**src/gpd_pkg.sv**
```systemverilog
// gpd_pkg: constants shared by the gpio pair with debounce and edge interrupts
package gpd_pkg;
  // ==========================================================================
  // geometry
  localparam int PIN_COUNT = 2;
  localparam int FLAG_COUNT = 2 * PIN_COUNT;
  localparam int SYNC_STAGES = 2;
  // ==========================================================================
  // flag and mask layout: rise events low, fall events high
  localparam int RISE_BASE = 0;
  localparam int FALL_BASE = PIN_COUNT;
  // ==========================================================================
  // reset values
  localparam logic [FLAG_COUNT-1:0] MASK_RESET = 4'hf;
  localparam logic [FLAG_COUNT-1:0] FLAG_RESET = 4'h0;
  localparam logic [PIN_COUNT-1:0] PIN_RESET = 2'h0;
  // ==========================================================================
  // timing
  localparam int CLK_PERIOD_NS = 4;
  localparam int BYPASS_MAX_NS = 10;
  localparam int BYPASS_MAX_CYCLES = (BYPASS_MAX_NS / CLK_PERIOD_NS < 1) ? 1 :
                                     BYPASS_MAX_NS / CLK_PERIOD_NS;
  localparam int FILTER_PERIOD_MS = 30;
  // filter oscillator rate; plain default, not a measured figure
  localparam int FILTER_OSC_HZ = 32768;
  localparam int FILTER_TICKS = (FILTER_PERIOD_MS * FILTER_OSC_HZ + 999) / 1000;
  localparam int FILTER_CNT_W = $clog2(FILTER_TICKS + 1);
  localparam logic [FILTER_CNT_W-1:0] FILTER_LAST = FILTER_CNT_W'(FILTER_TICKS - 1);
  localparam logic [FILTER_CNT_W-1:0] FILTER_CNT_RESET = '0;
endpackage

```
**src/gpd_ev_if.sv**
```systemverilog
// gpd_ev_if: filtered pin levels and edge events between the gpio sub-blocks
`timescale 1ns/1ps
interface gpd_ev_if;
  import gpd_pkg::*;
  logic [PIN_COUNT-1:0] level;
  logic [PIN_COUNT-1:0] rise;
  logic [PIN_COUNT-1:0] fall;
  modport filt (output level);
  modport edge_det (input level, output rise, output fall);
  modport core (input level, input rise, input fall);
endinterface

```
**src/gpd_filter.sv**
```systemverilog
// gpd_filter: per-pin debounce filter timed by the filter oscillator tick
`timescale 1ns/1ps
module gpd_filter
  import gpd_pkg::*;
(
  input wire logic ref_clk,
  input wire logic rst_b,
  input wire logic [PIN_COUNT-1:0] sync_level,
  input wire logic [PIN_COUNT-1:0] input_filter_enable,
  input wire logic osc_tick,
  gpd_ev_if.filt ev
);
  logic [PIN_COUNT-1:0] filt_ff;
  logic [PIN_COUNT-1:0] nxt_filt;
  logic [FILTER_CNT_W-1:0] cnt_ff [PIN_COUNT];
  logic [FILTER_CNT_W-1:0] nxt_cnt [PIN_COUNT];

  // ==========================================================================
  // filter per pin
  for (genvar i = 0; i < PIN_COUNT; i++) begin : g_pin
    always_comb begin
      nxt_filt[i] = filt_ff[i];
      nxt_cnt[i] = cnt_ff[i];
      // disabled filter tracks the pin so enabling it causes no jump
      if (!input_filter_enable[i] || (sync_level[i] == filt_ff[i])) begin
        nxt_filt[i] = sync_level[i];
        nxt_cnt[i] = FILTER_CNT_RESET;
      end else if (osc_tick) begin
        if (cnt_ff[i] == FILTER_LAST) begin
          nxt_filt[i] = sync_level[i];
          nxt_cnt[i] = FILTER_CNT_RESET;
        end else begin
          nxt_cnt[i] = cnt_ff[i] + 1'b1;
        end
      end
    end

    always_ff @(posedge ref_clk or negedge rst_b) begin
      if (!rst_b) begin
        filt_ff[i] <= 1'b0;
        cnt_ff[i] <= FILTER_CNT_RESET;
      end else begin
        filt_ff[i] <= nxt_filt[i];
        cnt_ff[i] <= nxt_cnt[i];
      end
    end

    // bypass passes the synchronised level straight through
    assign ev.level[i] = input_filter_enable[i] ? filt_ff[i] : sync_level[i];
  end
endmodule

```
**src/gpd_edge.sv**
```systemverilog
// gpd_edge: rising and falling edge detectors on the filtered pin levels
`timescale 1ns/1ps
module gpd_edge
  import gpd_pkg::*;
(
  input wire logic ref_clk,
  input wire logic rst_b,
  gpd_ev_if.edge_det ev
);
  logic [PIN_COUNT-1:0] prev_ff;
  logic [PIN_COUNT-1:0] nxt_prev;
  logic [SYNC_STAGES:0] arm_ff;
  logic [SYNC_STAGES:0] nxt_arm;
  logic armed;

  // ==========================================================================
  // history; events wait until synchroniser and history hold post-reset
  // samples, otherwise a pin resting high looks like a rise after reset
  always_comb begin
    nxt_prev = ev.level;
    nxt_arm = {arm_ff[SYNC_STAGES-1:0], 1'b1};
  end

  always_ff @(posedge ref_clk or negedge rst_b) begin
    if (!rst_b) begin
      prev_ff <= PIN_RESET;
      arm_ff <= '0;
    end else begin
      prev_ff <= nxt_prev;
      arm_ff <= nxt_arm;
    end
  end

  assign armed = arm_ff[SYNC_STAGES];

  // one event per edge: the level is already synchronised, history is one deep
  assign ev.rise = armed ? (ev.level & ~prev_ff) : PIN_RESET;
  assign ev.fall = armed ? (~ev.level & prev_ff) : PIN_RESET;
endmodule

```
**src/gpd_top.sv**
```systemverilog
// gpd_top: two general-purpose pins with drive styles, debounce and edge interrupt
// Functional notes
// - direction bit clear makes pin an output
// - style one push-pull, zero open-drain
// - input level readable in every direction
// - direction bit set releases pin as input
// - thirty millisecond debounce filter per input
// - filter only while its enable bit is one
// - bypassed input reaches interrupt within ten ns
// - debounce timed by internal filter oscillator
// - separate rising and falling edge events
// - rise mask zero passes, fall mask one blocks
// - rise masked, fall open: falling only
// - both masks clear: both edges interrupt
// - alternate select bit readable per pin
// - pin zero alternate: low-power request input
// - pin one alternate: voltage scaling control
// - low-power request is pin OR register
// - masks reset masked, masked flags silent
`timescale 1ns/1ps
module gpd_top
  import gpd_pkg::*;
(
  input wire logic ref_clk,
  input wire logic rst_b,
  input wire logic [PIN_COUNT-1:0] pin_in,
  output logic [PIN_COUNT-1:0] pin_out,
  output logic [PIN_COUNT-1:0] pin_oe,
  input wire logic [PIN_COUNT-1:0] pin_direction,
  input wire logic [PIN_COUNT-1:0] output_style_select,
  input wire logic [PIN_COUNT-1:0] general_output,
  input wire logic [PIN_COUNT-1:0] input_filter_enable,
  input wire logic [PIN_COUNT-1:0] pin_alternate_select,
  output logic [PIN_COUNT-1:0] pin_alternate_status,
  output logic [PIN_COUNT-1:0] pin_input_level,
  input wire logic filter_osc_clk,
  input wire logic low_power_reg_bit,
  output logic bias_low_power_request,
  output logic dynamic_voltage_scaling,
  input wire logic mask_write,
  input wire logic [FLAG_COUNT-1:0] mask_wdata,
  output logic [FLAG_COUNT-1:0] mask_status,
  input wire logic [FLAG_COUNT-1:0] flag_clear,
  output logic [FLAG_COUNT-1:0] flag_status,
  output logic interrupt_request_n
);
  // ==========================================================================
  // synchronisers: pins and the filter oscillator come from outside ref_clk
  logic [PIN_COUNT-1:0] pin_meta_ff;
  logic [PIN_COUNT-1:0] pin_sync_ff;
  logic osc_meta_ff;
  logic osc_sync_ff;
  logic osc_prev_ff;
  logic osc_tick;

  always_ff @(posedge ref_clk or negedge rst_b) begin
    if (!rst_b) begin
      pin_meta_ff <= PIN_RESET;
      pin_sync_ff <= PIN_RESET;
      osc_meta_ff <= 1'b0;
      osc_sync_ff <= 1'b0;
      osc_prev_ff <= 1'b0;
    end else begin
      pin_meta_ff <= pin_in;
      pin_sync_ff <= pin_meta_ff;
      osc_meta_ff <= filter_osc_clk;
      osc_sync_ff <= osc_meta_ff;
      osc_prev_ff <= osc_sync_ff;
    end
  end

  // one tick per oscillator period, seen on ref_clk
  assign osc_tick = osc_sync_ff & ~osc_prev_ff;

  // input level ignores direction, so an output can be read back
  assign pin_input_level = pin_sync_ff;

  // ==========================================================================
  // filter and edge detection
  gpd_ev_if ev ();

  gpd_filter u_filter (
    .ref_clk(ref_clk),
    .rst_b(rst_b),
    .sync_level(pin_sync_ff),
    .input_filter_enable(input_filter_enable),
    .osc_tick(osc_tick),
    .ev(ev.filt)
  );

  gpd_edge u_edge (
    .ref_clk(ref_clk),
    .rst_b(rst_b),
    .ev(ev.edge_det)
  );

  // ==========================================================================
  // pin drive
  logic [PIN_COUNT-1:0] out_ff;
  logic [PIN_COUNT-1:0] oe_ff;
  logic [PIN_COUNT-1:0] nxt_out;
  logic [PIN_COUNT-1:0] nxt_oe;

  always_comb begin
    for (int i = 0; i < PIN_COUNT; i++) begin
      nxt_out[i] = 1'b0;
      nxt_oe[i] = 1'b0;
      // alternate functions are inputs, so the driver stays off there
      if (!pin_direction[i] && !pin_alternate_select[i]) begin
        if (output_style_select[i]) begin
          nxt_out[i] = general_output[i];
          nxt_oe[i] = 1'b1;
        end else begin
          // open-drain: only pull low, release for a high
          nxt_out[i] = 1'b0;
          nxt_oe[i] = ~general_output[i];
        end
      end
    end
  end

  always_ff @(posedge ref_clk or negedge rst_b) begin
    if (!rst_b) begin
      out_ff <= PIN_RESET;
      oe_ff <= PIN_RESET;
    end else begin
      out_ff <= nxt_out;
      oe_ff <= nxt_oe;
    end
  end

  assign pin_out = out_ff;
  assign pin_oe = oe_ff;

  // ==========================================================================
  // alternate functions
  logic [PIN_COUNT-1:0] alt_ff;
  logic [PIN_COUNT-1:0] nxt_alt;
  logic lpm_ff;
  logic nxt_lpm;
  logic dvs_ff;
  logic nxt_dvs;

  always_comb begin
    nxt_alt = pin_alternate_select;
    nxt_lpm = (pin_alternate_select[0] & ev.level[0]) | low_power_reg_bit;
    nxt_dvs = pin_alternate_select[1] & ev.level[1];
  end

  always_ff @(posedge ref_clk or negedge rst_b) begin
    if (!rst_b) begin
      alt_ff <= PIN_RESET;
      lpm_ff <= 1'b0;
      dvs_ff <= 1'b0;
    end else begin
      alt_ff <= nxt_alt;
      lpm_ff <= nxt_lpm;
      dvs_ff <= nxt_dvs;
    end
  end

  assign pin_alternate_status = alt_ff;
  assign bias_low_power_request = lpm_ff;
  assign dynamic_voltage_scaling = dvs_ff;

  // ==========================================================================
  // interrupt flags and masks
  logic [FLAG_COUNT-1:0] event_vec;
  logic [FLAG_COUNT-1:0] flag_ff;
  logic [FLAG_COUNT-1:0] nxt_flag;
  logic [FLAG_COUNT-1:0] mask_ff;
  logic [FLAG_COUNT-1:0] nxt_mask;

  assign event_vec = {ev.fall, ev.rise};

  always_comb begin
    // a new event beats a clear in the same cycle
    nxt_flag = (flag_ff & ~flag_clear) | event_vec;
    nxt_mask = mask_write ? mask_wdata : mask_ff;
  end

  always_ff @(posedge ref_clk or negedge rst_b) begin
    if (!rst_b) begin
      flag_ff <= FLAG_RESET;
      mask_ff <= MASK_RESET;
    end else begin
      flag_ff <= nxt_flag;
      mask_ff <= nxt_mask;
    end
  end

  assign flag_status = flag_ff;
  assign mask_status = mask_ff;

  // live events are included so an unfiltered edge shows at once
  assign interrupt_request_n = ~|((flag_ff | event_vec) & ~mask_ff);
endmodule

```
**config.mk**
```make
export PLATFORM = sky130hd
export DESIGN_NAME = gpd_top
export DESIGN_NICKNAME = d
export VERILOG_FILES = /design/src/gpd_pkg.sv /design/src/gpd_ev_if.sv /design/src/gpd_filter.sv /design/src/gpd_edge.sv /design/src/gpd_top.sv
export SDC_FILE = /design/constraint.sdc
export NUM_CORES = 1
export LEC_CHECK = 0
export BUFFER_PORTS_ARGS = -buffer_cell sky130_fd_sc_hd__buf_2
export CAP_MARGIN = 25
export CORE_ASPECT_RATIO = 1.75
export CORE_MARGIN = 2
export CORE_UTILIZATION = 49
export DETAILED_ROUTE_END_ITERATION = 16
export GPL_ROUTABILITY_DRIVEN = 1
export PLACE_DENSITY = 0.8
export SYNTH_ARGS = -nofsm -noshare
export SYNTH_HDL_FRONTEND = slang
export SYNTH_SLANG_ARGS = --single-unit
```
**constraint.sdc**
```tcl
create_clock -name ref_clk -period 2.05 [get_ports ref_clk]
set_clock_uncertainty 0.1 [all_clocks]
set_input_delay 0.41 -clock ref_clk [delete_from_list [all_inputs] [get_ports ref_clk]]
set_output_delay 0.41 -clock ref_clk [all_outputs]
set_load 0.05 [all_outputs]
```
==> results.yml, run 1 <==
synthesis:
  yosys.area_share.simple: 0.1751
  synth_edf_count: 0
  seq_area_frac_synth: 0.5763
  synth-compound-area-share: 0.1217
  avgSynthCellArea_um2: 11.35
  synthMuxAreaShare: 0.04822
  yosysWarnings: 0
  synthCells: 192
  synth_top_family_by_area: "simple AND/OR/NAND/NOR gates"
  synth_area_mm2: 0.002180
  synthXorXnorAreaFrac: 0.04420
  ys_dominant_reg_cell: "dfrtp_1"
  synthDistinctLibCells: 48
  yosys.area_share.adder: 0.01148
  synth-seq-cells: 50
  async_flop_share: 1.000
  syn_nets: 219
clock_network:
  cts_tree: "built"
  htree_levels: 2
  cts_sinks: 50
  cts_buffers: 5
  clock_path_buffers: 2
  insertion_delay_ns: 0.30
  cts_root_buf: "clkbuf_8"
  clkSlewWorstSetupHoldPaths_ns: 0.09
job:
  cap_violations: 0
sta:
  min_period_ns: 2.209
  period_share: 1.077
  slew_viol_final: 0
  worstMarginPinSlew_ns: 0.5834
  max_slew_margin: 0.6081
  fmax_mhz: 452.7
  hold_ws_ns: 0.1142
  grt_setup_unrepaired: "true"
  fin_setup_tns_ns: -0.1588
  hold_viol_final: 0
  layout_setup_ws_ns: -0.1588
  setup_viol: 1
finish:
  areaGrowthSynthToFinish_pct: 26.46
  diodes: 0
  regArea_mm2: 0.001259
  design_area_mm2: 0.002756
  final_nets: 283
  layout-drive-gt1-share: 0.3813
  n_fill_cell: 347
  final_common_cell: "dfrtp_1"
  multi_input_comb_area_um2: 919.6
  mostFrequentLayoutCells: "dfrtp_1 (44), buf_2 (42), nand2_1 (14), nor2_1 (14), buf_4 (13)"
routing:
  postRouteAntennaNets: 0
  num_vias: 1683
  firstDrtPassIters: 4
  wl_mm: 4.427
  drc: 0
  route.met2.wl_mm: 2.542
  met1_length_mm: 1.638
  viasPerCell: 5.464
  wl_met3_um: 145
  wl_per_cell_um: 14.37
  top_layer: "met4"
  drt-initial-drc-count: 18
hold_path:
  hold_path.class: "input port to flip-flop"
die:
  design.core.area_mm2: 0.004324
  start_util: 0.5041
  die_w_um: 54.42
  die_h_um: 92.23
  num_rows: 32
  pin_count: 44
  die-area_mm2: 0.005019
global_routing:
  grt_pass1_wl_mm: 7.652
  grt_pass1_vias: 1757
  antenna_found_initial: 0
  overflow: 0
  grt_max_degree: 51
  grt_use_total: 0.2087
critical_path:
  worstPathRequired_ns: 1.54
  end_kind: "output pin"
  path_class: "flip-flop to output pin"
  critPathArrivalTime_ns: 1.70
  crit_fanout: 4
  cp-start-kind: "flip-flop"
power:
  ir_drop_mv: 0.6499
  leakage_uw: 0.001252
  powerDensity_mw_per_mm2: 790.7
place:
  place_area_mm2: 0.002592
  place_hpwl_mm: 3.297
  io_buffers: 43
  place_congestion: 0.8798
run_status:
  violations: "negative setup slack"
  status: "finished with violations"
==> report_power, final <==
group	total, uW	switching [uW]	internal (uW)
sequential	1070	28.5	1040
combinational	398	256	142
clock	713	315	398
total	2180	600	1580
==> worst max-delay path, stage by stage (launching register included) <==
cell,delay (ns)
dfrtp_2,0.40
mux2_4,0.30
nand3b_1,0.12
a21oi_2,0.08
nor4_4,0.31
buf_6,0.20
==> cell usage after synthesis (all sizes together), types with 3 or more instances <==
library cell / instances / area [um^2]
a31oi: 7 / 43.79
and3: 3 / 18.77
xor2: 4 / 35.03
mux2: 9 / 105.1
nand3: 9 / 50.05
dfstp: 4 / 105.1
inv: 10 / 37.53
a21oi: 12 / 60.06
nor3: 4 / 20.02
xnor2: 7 / 61.31
nor2: 14 / 52.55
dfrtp: 46 / 1151
o31ai: 4 / 30.03
or4: 6 / 52.55
o21ai: 5 / 28.78
nand2: 15 / 58.81
nand4: 3 / 18.77
==> state kept, by name, indices dropped and copies added, names as in the netlist <==
name,count
bias_low_power_request,1
dynamic_voltage_scaling,1
flag_status,4
mask_status,4
osc_meta_ff,1
osc_prev_ff,1
osc_sync_ff,1
pin_alternate_status,2
pin_input_level,2
pin_meta_ff,2
pin_oe,2
pin_out,2
u_edge.arm_ff,3
u_edge.prev_ff,2
u_filter.cnt_ff,20
u_filter.filt_ff,2
==> cells by family after synthesis <==
| logic type | count (synthesis) |
|---|---|
| buf+inv | 12 |
| mux | 9 |
| simple gates | 68 |
| flops | 50 |
| fa+ha+maj | 2 |
| xor+xnor | 11 |
| compound gates | 39 |
| other cells | 1 |
==> repair_timing <==
| item | CTS | global route |
|---|---|---|
| cloned | 0 | 0 |
| endpoints found under the setup margin | 1 | 1 |
| pin swaps | 2 | 0 |
| resized for setup | 9 | 0 |
| hold endpoints to repair | 46 | 0 |
| hold buffers | 1 | 0 |
| setup buffers | 1 | 0 |
==> cell type report <==
| type | count | share of cell area |
|---|---|---|
| clock buffer | 7 | 0.03132 |
| clock inverter | 1 | 0.01089 |
| inverter | 10 | 0.01362 |
| multi-input combinational | 130 | 0.3336 |
| sequential | 50 | 0.4567 |
| tap | 51 | 0.02315 |
| timing repair buffer | 59 | 0.1307 |
==> metrics by stage <==
stage                       util  total power [uW]  setup slack (ns)  std cells
after global placement    0.5995              1454           -0.1869        298
after detailed placement  0.5995              1463           -0.1886        298
after CTS                 0.6374              2202           -0.1706        308
final                     0.6374              2179           -0.1588        308
after global routing      0.6374              2275           -0.2465        308
after floorplan                -              1323           -0.1361        192
==> routing by layer <==
layer,track usage,up-vias
met1,0.2445,817
li1,-,819
met4,0.09167,0
met3,0.03746,10
met2,0.3544,37
met5,0,-
==> final timing paths <==
kind | to | slack [ns] | from | cells past startpoint
setup / recovery | interrupt_request_n | -0.16 | pin_input_level[1] | 5
max in group asynchronous | mask_status[3] | 1.04 | rst_b | 3
hold / removal | pin_meta_ff[0] | 0.11 | pin_in[0] | 1
setup reg to reg | u_filter.filt_ff[1] | 0.08 | u_filter.cnt_ff[0] | 5
hold reg to reg | pin_input_level[1] | 0.25 | pin_meta_ff[1] | 0
min in group asynchronous | u_filter.cnt_ff[3] | 0.52 | rst_b | 3
Note: power is estimated with default switching activity, not from simulation.
==> run 2: changes to the inputs <==
--- a/config.mk
+++ b/config.mk
@@ -9,10 +9,10 @@
 export CAP_MARGIN = 25
 export CORE_ASPECT_RATIO = 1.75
 export CORE_MARGIN = 2
-export CORE_UTILIZATION = 49
+export CORE_UTILIZATION = 54
 export DETAILED_ROUTE_END_ITERATION = 16
 export GPL_ROUTABILITY_DRIVEN = 1
-export PLACE_DENSITY = 0.8
+export PLACE_DENSITY = 0.84
 export SYNTH_ARGS = -nofsm -noshare
 export SYNTH_HDL_FRONTEND = slang
 export SYNTH_SLANG_ARGS = --single-unit
==> constraint.sdc (replaced) <==
create_clock -name ref_clk -period 2.1 [get_ports ref_clk]
set_clock_uncertainty 0.1 [all_clocks]
set_input_delay 0.42 -clock ref_clk [delete_from_list [all_inputs] [get_ports ref_clk]]
set_output_delay 0.42 -clock ref_clk [all_outputs]
set_load 0.05 [all_outputs]
==> results.yml, run 2 (same netlist as run 1, synthesis figures left out) <==
critical_path:
  end_kind: "output pin"
  r2r_setup_slack_ns: 0.09
  crit_fanout: 3
  rr_worst_depth: 12
  cp-start-kind: "flip-flop"
  critPathSlowestCell: "dfrtp_2"
  path_cells: "mux2_2 -> buf_4 -> nand3b_1 -> a21oi_2 -> nor4_4 -> buf_6"
  critPathLaunch: "pin_input_level[0]"
  critPathArrivalTime_ns: 1.73
  path_class: "flip-flop to output pin"
  r2r-start: "u_filter.filt_ff[1]"
  reg2reg_to: "flag_status[1]"
  worstPathRequired_ns: 1.58
  max_stage_delay_ns: 0.41
die:
  die_w_um: 52.03
  die_h_um: 88.05
  start_util: 0.5638
  pin_count: 44
  num_rows: 30
  design.core.area_mm2: 0.003866
  die-area_mm2: 0.004581
sta:
  fmax_mhz: 443.9
  layout_setup_ws_ns: -0.1528
  grt_setup_unrepaired: "true"
  hold_viol_final: 0
  slew_viol_final: 0
  max_slew_margin: 0.6368
  setup_viol: 1
  min_period_ns: 2.253
  period_share: 1.073
  worstMarginPinSlew_ns: 0.5447
hold_path:
  holdCritStartpoint: "pin_in[0]"
  min_to: "pin_meta_ff[0]"
  hold_path.class: "input port to flip-flop"
  whs_path_depth: 1
power:
  powerDensity_mw_per_mm2: 775.6
  finalPower_uw: 2196
  leakage_uw: 0.001296
  ir_drop_mv: 0.7445
clock_network:
  cts_sinks: 50
  htree_levels: 2
  cts_tree: "built"
  clkSlewWorstSetupHoldPaths_ns: 0.10
  cts_buffers: 5
  clock_path_buffers: 2
  cts_root_buf: "clkbuf_8"
  insertion_delay_ns: 0.31
place:
  place_congestion: 0.8497
  io_buffers: 43
  place_hpwl_mm: 3.358
  dp_slack_ns: -0.1494
global_routing:
  grt_max_degree: 29
  grt_pass1_vias: 1875
  antenna_found_initial: 0
  overflow: 0
  grt_pass1_wl_mm: 9.059
  grt_use_total: 0.2748
routing:
  postRouteAntennaNets: 0
  drt-initial-drc-count: 62
  wl_per_cell_um: 18.71
  num_vias: 1849
  firstDrtPassIters: 4
  drc: 0
  viasPerCell: 5.851
  wl_mm: 5.912
finish:
  final_nets: 294
  final_common_cell: "dfrtp_1"
  diodes: 0
  n_fill_cell: 244
  areaGrowthSynthToFinish_pct: 29.91
  largest_reg_flops: 20
  layout-drive-gt1-share: 0.4142
  mostFrequentLayoutCells: "dfrtp_1 (44), buf_2 (42), buf_4 (25)"
  regMostFlops: "u_filter.cnt_ff"
run_status:
  violations: "negative setup slack"
  status: "finished with violations"
job:
  cap_violations: 0
run 2: cell type report:
class,instances,area [um^2],area share
timing repair buffer,70,439.2,0.1551
clock inverter,3,47.55,0.01679
multi-input combinational,130,919.6,0.3248
sequential,50,1259,0.4445
clock buffer,5,68.82,0.02430
inverter,10,37.54,0.01326
tap,48,60.06,0.02121
run 2: timing repair:
item / CTS / global route
buffers inserted: 12 / 3
hold buffers: 1 / 0
setup endpoints to repair: 1 / 2
endpoints found under the hold margin: 18 / 0
pin swaps: 2 / 0
gates resized for setup: 7 / 2
run 2: where the power goes:
| part | switching, uW | internal [uW] |
|---|---|---|
| sequential | 34.8 | 1020 |
| clock | 351 | 364 |
| combinational | 273 | 158 |
run 2: metal layers:
metal,track usage,wire (um),part of all wire
met5,0,0,0
met4,0.1196,171,0.029
met3,0.04778,214,0.036
met1,0.3057,2109,0.36
met2,0.4983,3416,0.58
run 2: worst max-delay path: cells and delay by family, from the launching register on:
family	cells	cell delay (ns)
flip-flops	1	0.41
buffers and inverters	2	0.34
AND/OR/NAND/NOR	2	0.29
multiplexers	1	0.28
AO/OA/AOI/OAI	1	0.10
run 2: through the flow:
stage	setup TNS (ns)	instances	instance area, um^2	hold WS [ns]	utilization
6_report	-0.1528	316	2831	0.1069	0.7324
5_1_grt	-0.2252	316	2831	0.09302	0.7324
4_1_cts	-0.1412	314	2813	0.1057	0.7275
3_5_place_dp	-0.1494	293	2574	0.2354	0.6657
3_3_place_gp	-0.1371	293	2574	0.2321	0.6657
2_1_floorplan	-0.09606	192	2205	0.02441	-
run 2: how the worst max path moves through the flow:
stage / endpoint / slack (ns) / cells after the start
global placement: interrupt_request_n / -0.14 / 6
global route: interrupt_request_n / -0.23 / 5
CTS: interrupt_request_n / -0.14 / 5
detailed placement: interrupt_request_n / -0.15 / 6
finish: interrupt_request_n / -0.15 / 6
floorplan: interrupt_request_n / -0.1 / 4
